`config.mk`:
```
export PLATFORM = sky130hd
export DESIGN_NAME = wdr_top
export DESIGN_NICKNAME = d
export VERILOG_FILES = /design/src/design/wdr_pkg.sv /design/src/design/wdr_top.sv
export VERILOG_INCLUDE_DIRS = /design/src /design/src/design
export SDC_FILE = /design/constraint.sdc
export NUM_CORES = 1
export LEC_CHECK = 0
export BUFFER_PORTS_ARGS = -buffer_cell sky130_fd_sc_hd__buf_2
export CAP_MARGIN = 25
export CORE_MARGIN = 8
export CORE_UTILIZATION = 30
export CTS_BUF_LIST = sky130_fd_sc_hd__clkbuf_8
export CTS_CLUSTER_DIAMETER = 120
export CTS_CLUSTER_SIZE = 20
export DETAILED_ROUTE_END_ITERATION = 8
export PLACE_DENSITY = 0.52
export SLEW_MARGIN = 20
export SYNTH_ARGS = -nofsm -noshare
export SYNTH_HDL_FRONTEND = slang
export SYNTH_SLANG_ARGS = --single-unit
export TNS_END_PERCENT = 30
```
`constraint.sdc`:
```
create_clock -name I_SYS_CLK -period 5.53 [get_ports I_SYS_CLK]
set_input_delay 1.106 -clock I_SYS_CLK [delete_from_list [all_inputs] [get_ports I_SYS_CLK]]
set_output_delay 1.106 -clock I_SYS_CLK [all_outputs]
set_load 0.05 [all_outputs]
```
`src/design/wdr_regs.svh`:
```
/*
 * offsets, reset values, field positions and timing counts of the watchdog and brownout reset block.
 * assumes an 8-bit register port with a 2-bit address.
 */
`ifndef WDR_REGS_SVH
`define WDR_REGS_SVH
`define WDR_OFF_WDT_CTRL 2'h0
`define WDR_OFF_CAUSE 2'h1
`define WDR_OFF_BO_LEVEL 2'h2
`define WDR_OFF_BO_FILTER 2'h3
`define WDR_RST_WDT_CTRL 8'h53
`define WDR_RST_BO_LEVEL 8'h55
`define WDR_RST_BO_FILTER 2'h1
`define WDR_KEY_MSB 7
`define WDR_KEY_LSB 3
`define WDR_SEL_MSB 2
`define WDR_KEY_A 5'h15
`define WDR_KEY_B 5'h0a
`define WDR_LVL_21 8'h55
`define WDR_LVL_255 8'h33
`define WDR_LVL_315 8'h99
`define WDR_LVL_38 8'haa
`define WDR_BIT_KEY_FAULT 0
`define WDR_BIT_THR_FAULT 1
`define WDR_BIT_BROWNOUT 2
// slow clock 32 kHz against 10 MHz system clock: 31250 ns period
`define WDR_SLOW_PERIOD_NS 31250
`define WDR_SYS_PERIOD_NS 100
`define WDR_SLOW_DIV ((`WDR_SLOW_PERIOD_NS) / (`WDR_SYS_PERIOD_NS))
`define WDR_FAULT_DELAY_SLOW 4
`endif

```
`src/design/wdr_pkg.sv`:
```
/*
 * types of the watchdog and brownout reset block.
 * assumes nothing beyond the register header.
 */
package wdr_pkg;
    typedef enum logic [1:0] {
        WDR_RUN = 2'b00,
        WDR_FAULT_WAIT = 2'b01
    } wdr_fault_state_t;

    typedef struct packed {
        logic [1:0] addr;
        logic [7:0] wdata;
        logic wr;
        logic rd;
    } wdr_bus_req_t;

    typedef struct packed {
        logic full_reset;
        logic pc_sp_reset;
    } wdr_reset_out_t;
endpackage : wdr_pkg

```
`src/design/wdr_top.sv`:
```
/*
 * watchdog timer, keyed software reset, brownout filter and reset cause flags.
 * assumes a synchronous register port and that the cpu reports its mode as a level and its instruction events as
 * one-cycle pulses; the slow rc clock is modelled by a divided tick of the system clock.
 */
// What this block does
// - key 10101 or 01010 enables watchdog; other keys request software reset
// - bad key waits fault delay, then resets and sets key fault flag
// - timeout select codes 000..110 pick 2^8,10,12,14,15,16,17 slow periods
// - code 111 picks longest timeout of 2^18 slow periods
// - key field powers up as 01010 so watchdog runs at once
// - key fault flag set by hardware, cleared only by software writing zero
// - overflow in normal run gives full reset and sets timeout flag
// - overflow in sleep or idle resets only pc and stack pointer
// - counter cleared by key reset, clear instruction or halt instruction
// - power-on reset loads zero into program counter
// - power-on reset sets port data and direction registers to ones
// - brownout detection works in run modes, disabled in idle or sleep
// - low supply longer than filter time resets and sets brownout flag
// - filter select 00..11 gives 8, 32, 64, 128 slow periods
// - only four level codes valid; power-on level is 01010101
// - bad level code resets after delay, sets flag, restores level
// - brownout flag set by hardware, cleared only by software
// - unused upper bits of cause and filter registers read zero
// - sleep timeout sets both timeout and power-down flags
// - halt sets power-down flag; power-up or clear instruction clears it
// - watchdog counts slow rc clock divided by timeout select
`timescale 1ns/100ps
`include "wdr_regs.svh"

module wdr_top
    import wdr_pkg::*;
#(
    parameter int SLOW_DIV = `WDR_SLOW_DIV,
    parameter int FAULT_DELAY = `WDR_FAULT_DELAY_SLOW
) (
    // clock and reset
    input wire logic I_SYS_CLK,
    input wire logic I_RST_N,
    // register port
    input wire logic [1:0] I_ADDR,
    input wire logic [7:0] I_WDATA,
    input wire logic I_WR,
    input wire logic I_RD,
    output logic [7:0] O_RDATA,
    // cpu events and supply monitor
    input wire logic I_WATCHDOG_CLEAR_INSTRUCTION,
    input wire logic I_HALT,
    input wire logic I_LOW_POWER_MODE,
    input wire logic I_LOW_SUPPLY,
    // status and resets
    output logic O_TIMEOUT_FLAG,
    output logic O_POWERDOWN_FLAG,
    output logic O_FULL_RESET,
    output logic O_PC_SP_RESET,
    output logic [7:0] O_PORT_INIT
);
    wdr_bus_req_t req;
    wdr_reset_out_t rst_q;
    wdr_fault_state_t fault_state;
    logic [7:0] wdt_ctrl;
    logic [7:0] bo_level;
    logic [1:0] bo_filter;
    logic key_fault_flag;
    logic threshold_fault_flag;
    logic brownout_flag;
    logic [15:0] slow_div;
    logic slow_tick;
    logic [18:0] watchdog_counter;
    logic [7:0] fault_cnt;
    logic [7:0] bo_cnt;
    logic fault_is_key;
    logic key_ok;
    logic level_ok;
    logic wdt_overflow;
    logic bo_trip;
    logic [4:0] key;
    logic [7:0] bo_limit;

    assign req = '{addr: I_ADDR, wdata: I_WDATA, wr: I_WR, rd: I_RD};
    assign key = wdt_ctrl[`WDR_KEY_MSB:`WDR_KEY_LSB];
    assign key_ok = (key == `WDR_KEY_A) || (key == `WDR_KEY_B);
    assign level_ok = (bo_level == `WDR_LVL_21) || (bo_level == `WDR_LVL_255) ||
                      (bo_level == `WDR_LVL_315) || (bo_level == `WDR_LVL_38);

    always_ff @(posedge I_SYS_CLK or negedge I_RST_N) begin
        if (!I_RST_N) begin
            slow_div <= 16'h0000;
        end else if (slow_div == 16'(SLOW_DIV - 1)) begin
            slow_div <= 16'h0000;
        end else begin
            slow_div <= slow_div + 16'h0001;
        end
    end
    assign slow_tick = (slow_div == 16'(SLOW_DIV - 1));

    always_comb begin
        case (wdt_ctrl[`WDR_SEL_MSB:0])
            3'h0: wdt_overflow = watchdog_counter[8];
            3'h1: wdt_overflow = watchdog_counter[10];
            3'h2: wdt_overflow = watchdog_counter[12];
            3'h3: wdt_overflow = watchdog_counter[14];
            3'h4: wdt_overflow = watchdog_counter[15];
            3'h5: wdt_overflow = watchdog_counter[16];
            3'h6: wdt_overflow = watchdog_counter[17];
            default: wdt_overflow = watchdog_counter[18];
        endcase
    end

    always_ff @(posedge I_SYS_CLK or negedge I_RST_N) begin
        if (!I_RST_N) begin
            watchdog_counter <= 19'h00000;
        end else if (I_WATCHDOG_CLEAR_INSTRUCTION || I_HALT || !key_ok || wdt_overflow || rst_q.full_reset) begin
            watchdog_counter <= 19'h00000;
        end else if (slow_tick) begin
            watchdog_counter <= watchdog_counter + 19'h00001;
        end
    end

    always_comb begin
        case (bo_filter)
            2'h0: bo_limit = 8'h08;
            2'h1: bo_limit = 8'h20;
            2'h2: bo_limit = 8'h40;
            default: bo_limit = 8'h80;
        endcase
    end
    always_ff @(posedge I_SYS_CLK or negedge I_RST_N) begin
        if (!I_RST_N) begin
            bo_cnt <= 8'h00;
        end else if (!I_LOW_SUPPLY || I_LOW_POWER_MODE || bo_trip) begin
            bo_cnt <= 8'h00;
        end else if (slow_tick) begin
            bo_cnt <= bo_cnt + 8'h01;
        end
    end
    assign bo_trip = (bo_cnt == bo_limit) && I_LOW_SUPPLY && !I_LOW_POWER_MODE;

    always_ff @(posedge I_SYS_CLK or negedge I_RST_N) begin
        if (!I_RST_N) begin
            fault_state <= WDR_RUN;
            fault_cnt <= 8'h00;
            fault_is_key <= 1'b0;
        end else begin
            case (fault_state)
                WDR_RUN: begin
                    fault_cnt <= 8'h00;
                    if (!key_ok || !level_ok) begin
                        fault_state <= WDR_FAULT_WAIT;
                        fault_is_key <= !key_ok;
                    end
                end
                WDR_FAULT_WAIT: begin
                    // a cause rewritten to a legal value before the delay ends drops the pending reset,
                    // so a late firing cannot set a cause flag that software has already cleared
                    if (key_ok && level_ok) begin
                        fault_state <= WDR_RUN;
                    end else if (slow_tick) begin
                        fault_cnt <= fault_cnt + 8'h01;
                    end
                    if (slow_tick && fault_cnt == 8'(FAULT_DELAY - 1)) begin
                        fault_state <= WDR_RUN;
                    end
                    if (key_ok && level_ok) begin
                        fault_cnt <= 8'h00;
                    end
                end
                default: fault_state <= WDR_RUN;
            endcase
        end
    end

    // reset outputs, one-cycle pulses
    logic fault_fire;
    assign fault_fire = (fault_state == WDR_FAULT_WAIT) && slow_tick && (fault_cnt == 8'(FAULT_DELAY - 1)) &&
                        !(key_ok && level_ok);
    always_ff @(posedge I_SYS_CLK or negedge I_RST_N) begin
        if (!I_RST_N) begin
            rst_q <= '0;
        end else begin
            // full reset in run, pc/sp reset in sleep
            rst_q.full_reset <= (wdt_overflow && !I_LOW_POWER_MODE) || bo_trip || fault_fire;
            rst_q.pc_sp_reset <= wdt_overflow && I_LOW_POWER_MODE;
        end
    end
    assign O_FULL_RESET = rst_q.full_reset;
    assign O_PC_SP_RESET = rst_q.pc_sp_reset;
    // port init value, pc zero handled by cpu on reset pulse
    assign O_PORT_INIT = 8'hff;

    always_ff @(posedge I_SYS_CLK or negedge I_RST_N) begin
        if (!I_RST_N) begin
            O_TIMEOUT_FLAG <= 1'b0;
            O_POWERDOWN_FLAG <= 1'b0;
        end else if (wdt_overflow) begin
            O_TIMEOUT_FLAG <= 1'b1;
            if (I_LOW_POWER_MODE) begin
                O_POWERDOWN_FLAG <= 1'b1;
            end
        end else if (I_HALT) begin
            O_POWERDOWN_FLAG <= 1'b1;
            O_TIMEOUT_FLAG <= 1'b0;
        end else if (I_WATCHDOG_CLEAR_INSTRUCTION) begin
            O_POWERDOWN_FLAG <= 1'b0;
            O_TIMEOUT_FLAG <= 1'b0;
        end
    end

    always_ff @(posedge I_SYS_CLK or negedge I_RST_N) begin
        if (!I_RST_N) begin
            wdt_ctrl <= `WDR_RST_WDT_CTRL;
        end else if (req.wr && req.addr == `WDR_OFF_WDT_CTRL) begin
            wdt_ctrl <= req.wdata;
        end
    end

    // level register restored after level fault reset, not after key fault reset
    always_ff @(posedge I_SYS_CLK or negedge I_RST_N) begin
        if (!I_RST_N) begin
            bo_level <= `WDR_RST_BO_LEVEL;
            bo_filter <= `WDR_RST_BO_FILTER;
        end else if (fault_fire && !fault_is_key) begin
            bo_level <= `WDR_RST_BO_LEVEL;
        end else if (req.wr && req.addr == `WDR_OFF_BO_LEVEL) begin
            bo_level <= req.wdata;
        end else if (req.wr && req.addr == `WDR_OFF_BO_FILTER) begin
            bo_filter <= req.wdata[1:0];
        end
    end

    // sticky cause flags, set wins over clear
    always_ff @(posedge I_SYS_CLK or negedge I_RST_N) begin
        if (!I_RST_N) begin
            key_fault_flag <= 1'b0;
            threshold_fault_flag <= 1'b0;
            brownout_flag <= 1'b0;
        end else begin
            if (fault_fire && fault_is_key) begin
                key_fault_flag <= 1'b1;
            end else if (req.wr && req.addr == `WDR_OFF_CAUSE && !req.wdata[`WDR_BIT_KEY_FAULT]) begin
                key_fault_flag <= 1'b0;
            end
            if (fault_fire && !fault_is_key) begin
                threshold_fault_flag <= 1'b1;
            end else if (req.wr && req.addr == `WDR_OFF_CAUSE && !req.wdata[`WDR_BIT_THR_FAULT]) begin
                threshold_fault_flag <= 1'b0;
            end
            if (bo_trip) begin
                brownout_flag <= 1'b1;
            end else if (req.wr && req.addr == `WDR_OFF_CAUSE && !req.wdata[`WDR_BIT_BROWNOUT]) begin
                brownout_flag <= 1'b0;
            end
        end
    end

    always_ff @(posedge I_SYS_CLK or negedge I_RST_N) begin
        if (!I_RST_N) begin
            O_RDATA <= 8'h00;
        end else if (req.rd) begin
            case (req.addr)
                `WDR_OFF_WDT_CTRL: O_RDATA <= wdt_ctrl;
                `WDR_OFF_CAUSE: O_RDATA <= {5'h00, brownout_flag, threshold_fault_flag, key_fault_flag};
                `WDR_OFF_BO_LEVEL: O_RDATA <= bo_level;
                default: O_RDATA <= {6'h00, bo_filter};
            endcase
        end else begin
            O_RDATA <= 8'h00;
        end
    end
endmodule : wdr_top

```
# == Word-level counts from Yosys, hierarchy flattened ==
# Index checks and enable logic that the tools add are counted.
# totals
word_cells,135
output_inout_bits,20
inputBits,18
register_bits,87
# op_classes
reduce_logical,57
muxes,30
eq_ne,25
n_bitwise,2
addsub,4
# op_table
operator,n
8-bit two-way mux,7
8-bit case mux with 3 select lines,2
19-bit two-way mux,2
"19-bit by 1-bit adder with 19-bit output, second input constant",1
1-bit logical AND,18
"16-bit by 1-bit adder with 16-bit output, second input constant",1
"8-bit by 1-bit adder with 8-bit output, second input constant",2
"16-bit by 9-bit == test with 1-bit output, second input constant",1
"8-bit == test, second input constant",2
16-bit two-way mux,1
8-bit case mux with 2 select lines,1
2-bit nonzero test,7
1-bit logical OR,13
1-bit two-way mux,12
"3-bit == test, second input constant",3
1-bit zero test,9
"8-bit by 2-bit == test with 1-bit output, second input constant",1
"8-bit by 6-bit == test with 1-bit output, second input constant",1
"8-bit by 7-bit == test with 1-bit output, second input constant",1
8-bit == test,1
2-bit AND reduction,4
1-bit case mux with 7 select lines,1
"2-bit by 1-bit == test with 1-bit output, second input constant",3
"2-bit == test, second input constant",3
13 further kinds,21

# == Logic depth before layout (Yosys ltp) ==
# logic_depth
word_depth,10
mapped_depth,7

# == Worst setup path before layout ==
# OpenSTA, ideal clock, no wires.
# synth_path
path_kind,input to register
from,input port I_ADDR[0]
to,register bo_level[7]
n_path_buf,2
setup_time_ps,132
path_slack_ps,3227
t_arrival_ps,2171
path_stages,5
path_cell_list,clkbuf_1 > nand3b_1 > clkbuf_1 > mux2i_1 > nor2_1
# synth_via
elab_chain_cells,3
# synth_lines
element,line,text
from (decl),wdr_top.sv:41,"input wire logic [1:0] I_ADDR,"
2-bit == test,--,
1-bit logical AND (no line),--,
2-bit nonzero test (no line),--,
to (signal assigned),wdr_top.sv:220,bo_level <= `WDR_RST_BO_LEVEL;
to (signal assigned),wdr_top.sv:223,bo_level <= `WDR_RST_BO_LEVEL;
to (signal assigned),wdr_top.sv:225,bo_level <= req.wdata;
to (decl),wdr_top.sv:62,logic [7:0] bo_level;
# No other way between the ends.
# A chain may end at the register's enable or synchronous reset.

# == Final worst setup path ==
# layout_path
from,register slow_div[0]
to,register watchdog_counter[17]
# layout_via
elab_chain_cells,2
# layout_lines
element,line,text
from (decl),wdr_top.sv:67,logic [15:0] slow_div;
from (signal assigned),wdr_top.sv:92,slow_div <= slow_div + 16'h0001;
16-bit by 9-bit == test with 1-bit output,wdr_top.sv:95,assign slow_tick = (slow_div == 16'(SLOW_DIV - 1));
2-bit nonzero test (no line),--,
to (signal assigned),wdr_top.sv:116,watchdog_counter <= watchdog_counter + 19'h00001;
to (decl),wdr_top.sv:69,logic [18:0] watchdog_counter;
# No other way between the ends.

==> results_dict.tcl <==
set metrics [dict create \
    run_status "completed" \
    totalPowerFinal_mw 1.32 \
    clock_latency_ps 370 \
    gr-max-usage-layer "met2" \
    gr-usage-met1 0.130 \
    clk_pin_slew_ps 80 \
    multi_input_comb_area_um2 2030 \
    num-fill-cells 1453 \
    grt_use_met2 0.158 \
    min-delay-path-class "flip-flop to flip-flop" \
    final_cell_mix "77 x sky130_fd_sc_hd__dfrtp_1, 63 x sky130_fd_sc_hd__nor2_1, 31 x sky130_fd_sc_hd__nand2_1, 28 x sky130_fd_sc_hd__buf_2, 23 x sky130_fd_sc_hd__xnor2_1" \
    fin_crit_ps 2350 \
    critPathMaxFanout 14 \
    rd_place_congestion 0.751 \
    syn_avg_cell_area_um2 10.7 \
    grt_setup_unrepaired "no" \
    ys_types 51 \
    signed_area_change_from_the_synthesized_netlist_to_the_final_layout_pct 11.7 \
    grt_overflow_total 0 \
    max_freq_ghz 0.425 \
    share_clk_of_total_power 0.345 \
    holdPathStages 2 \
    insertedDiodeCount 0 \
    maxSlewViolCount 0 \
    initialDrtViolationCount 164 \
    ys_seq_elements 86 \
    vdd_ir_drop_max_mv 0.116 \
    power_leakage_nw 2.14 \
    number_of_synthesized_flops_with_an_enable_pin 0 \
    stdcell_area_um2 4830 \
    worst_pin_slew_ps 773 \
    start_util 0.302 \
    clock_tree.htree_level_count 3 \
    synth_async_sr_flop_share 1.00 \
    comb_power_share 0.113 \
    clock_path_buffers 2 \
    number_of_antenna_violations_at_the_first_check_in_global_routing 0 \
    nets 457 \
    synth.top_cell.area_share 0.446 \
    yosys_warnings 0 \
    worst_hold_slack_ps 479 \
    drt_pre_antenna_iters 4 \
    timing.critical_path.from_type "flip-flop" \
    largest_net_degree_at_the_start_of_global_routing 49 \
    core_area_um2 14300 \
    synth_cells 405 \
    drive_above_1_share 0.191 \
    crit_arrival_ps 2600 \
    post-cts-setup-buffer-count 0 \
    switching_power_mw 0.355 \
    wl_per_cell_um 14.3 \
    post_drt_via_cell_ratio 4.79 \
    r2r.worst_path.cells 6 \
    timing.setup.tns_ps 0 \
    row_count 44 \
    full_die_area_um2 18500 \
    post_synth_instance_area_um2 4320 \
    grt_pass1_wl_um 15300 \
    final_hold_viol_count 0 \
    chipWidth_um 136 \
    cellInternalPower_mw 0.964 \
    tritoncts "built" \
    hpwl_um 6230 \
    post-route-drc-count 0 \
    final-setup-viol-count 0 \
    detailroute.via_count 2986 \
    post-route-period-util 0.425 \
    final-seq-area_um2 2160 \
    power_frac_seq 0.542 \
    critical_path.endpoint_type "flip-flop" \
    chipHeight_um 136 \
    mostFrequentLayoutCell "sky130_fd_sc_hd__dfrtp_1" \
    path_class "flip-flop to flip-flop" \
    clock_sink_count 86 \
    use_met3 0.0366 \
    cp.required_ps 5780 \
    synth.area.top_cells "sky130_fd_sc_hd__dfrtp_1 45%, sky130_fd_sc_hd__dfstp_2 5.5%, sky130_fd_sc_hd__nor2_1 5.5%, sky130_fd_sc_hd__xnor2_1 4.7%, sky130_fd_sc_hd__xor2_1 4.5%" \
    ant_nets 0 \
    grt_usage 0.103 \
    root_buffer "sky130_fd_sc_hd__clkbuf_8" \
    place.port_buffers 29 \
    ys_dominant_reg_cell "sky130_fd_sc_hd__dfrtp_1" \
    switching_share 0.269 \
    worst_clock_skew_ps 9.40 \
    cts_hold_buffers 0 \
    synth.yosys.seq_area_share 0.501 \
    netlist.top_cell.by_area "sky130_fd_sc_hd__dfrtp_1" \
    via_count_of_the_first_global_routing_pass 3004 \
    ioPinCount 38 \
    wl_um 8920 \
    timing.max_slew.rel_slack 0.483 \
    maxCapViolCount 0 \
    total_power_density_per_cell_area_nw_per_um2 273 \
    cts-resized-gates 0 \
    placed_area_um2 4630 \
    inserted_clock_buffers 9 \
]
## path summary, 6_finish.rpt
kind                                     start              endpoint  slack [ps]
worst max-delay path               slow_div[0]  watchdog_counter[17]        3180
worst min-delay path            O_TIMEOUT_FLAG        O_TIMEOUT_FLAG         480
worst max register to register     slow_div[0]  watchdog_counter[17]        3180
worst min register to register  O_TIMEOUT_FLAG        O_TIMEOUT_FLAG         480
max in group asynchronous              I_RST_N          slow_div[13]        3830
min in group asynchronous              I_RST_N            O_RDATA[6]         700
## synthesized netlist by cell type (2+ instances only)
library cell               instances
sky130_fd_sc_hd__a21oi_1           6
sky130_fd_sc_hd__and2_1            7
sky130_fd_sc_hd__and3_1           13
sky130_fd_sc_hd__and4_1            4
sky130_fd_sc_hd__and4bb_2          3
sky130_fd_sc_hd__buf_2             4
sky130_fd_sc_hd__buf_4             9
sky130_fd_sc_hd__clkbuf_1          5
sky130_fd_sc_hd__dfrtp_1          77
sky130_fd_sc_hd__dfstp_2           9
sky130_fd_sc_hd__ha_1              5
sky130_fd_sc_hd__inv_1             8
sky130_fd_sc_hd__mux2_2           10
sky130_fd_sc_hd__mux2i_1          15
sky130_fd_sc_hd__mux4_2            4
sky130_fd_sc_hd__nand2_1          31
sky130_fd_sc_hd__nand2b_1          3
sky130_fd_sc_hd__nand3_1          14
sky130_fd_sc_hd__nand3b_1          3
sky130_fd_sc_hd__nand4_1          17
sky130_fd_sc_hd__nor2_1           63
sky130_fd_sc_hd__nor2b_1           3
sky130_fd_sc_hd__nor3_1            9
sky130_fd_sc_hd__nor4_1            4
sky130_fd_sc_hd__nor4_2            2
sky130_fd_sc_hd__nor4b_1           2
sky130_fd_sc_hd__nor4b_2           2
sky130_fd_sc_hd__nor4bb_1          2
sky130_fd_sc_hd__o21ai_0           4
sky130_fd_sc_hd__or3_1             2
sky130_fd_sc_hd__or4b_1            2
sky130_fd_sc_hd__xnor2_1          23
sky130_fd_sc_hd__xor2_1           22
## per-stage QoR
stage,utilization,setup WS (ps),instances
after global routing,0.337,3000,623
final,0.337,3180,623
after CTS,0.337,3170,623
after floorplan,-,3230,412
after global placement,0.322,2830,606
after detailed placement,0.323,2920,607
## worst max-delay path: stages, from the launching register on
cell and delay, ps:
sky130_fd_sc_hd__dfrtp_1 390, sky130_fd_sc_hd__ha_1 230, sky130_fd_sc_hd__and3_1 210, sky130_fd_sc_hd__nand4_1 610, sky130_fd_sc_hd__nor4_1 560, sky130_fd_sc_hd__xnor2_1 160, sky130_fd_sc_hd__nor2_1 50
## cells by family (layout without fill, tap and decap cells)
logic type | after synthesis | count (layout) | synth area share
and+or+nand+nor | 192 | 192 | 0.241
DFF | 86 | 86 | 0.501
xor gates and xnor gates | 45 | 45 | 0.0912
muxes | 30 | 30 | 0.0869
buffers and inverters | 28 | 55 | 0.0350
AOI/OAI and AO/OA | 18 | 18 | 0.0304
adders and majority gates | 5 | 5 | 0.0145
other | 1 | 8 | 0.000868
## cell type report
class / instances / area share
clock buffer: 11 / 0.0314
clock inverter: 5 / 0.0101
inverter: 8 / 0.00622
multi-input combinational: 298 / 0.421
sequential: 86 / 0.448
tap: 184 / 0.0477
timing repair buffer: 31 / 0.0353
## power groups by stage
stage	Combinational (mW)	Sequential, mW	Clock, mW
3_5_place_dp	0.151	0.728	0
6_report	0.149	0.715	0.455
3_3_place_gp	0.149	0.727	0
5_1_grt	0.164	0.722	0.506
4_1_cts	0.152	0.716	0.477
2_1_floorplan	0.0915	0.737	0
## flip-flops by register name, indices dropped and copies added, names as in the netlist, 2 cells and up
signal and count:
watchdog_counter 19, slow_div 16, O_RDATA 8, bo_cnt 8, bo_level 8, fault_cnt 8
wdt_ctrl 8, bo_filter 2
## routing by layer
| layer | part of all wire | up-vias |
|---|---|---|
| met5 | 0 | - |
| li1 | - | 1448 |
| met1 | 0.47 | 1471 |
| met4 | 0.019 | 0 |
| met3 | 0.055 | 14 |
| met2 | 0.46 | 53 |
No activity file was read; power rests on OpenSTA's default activity.
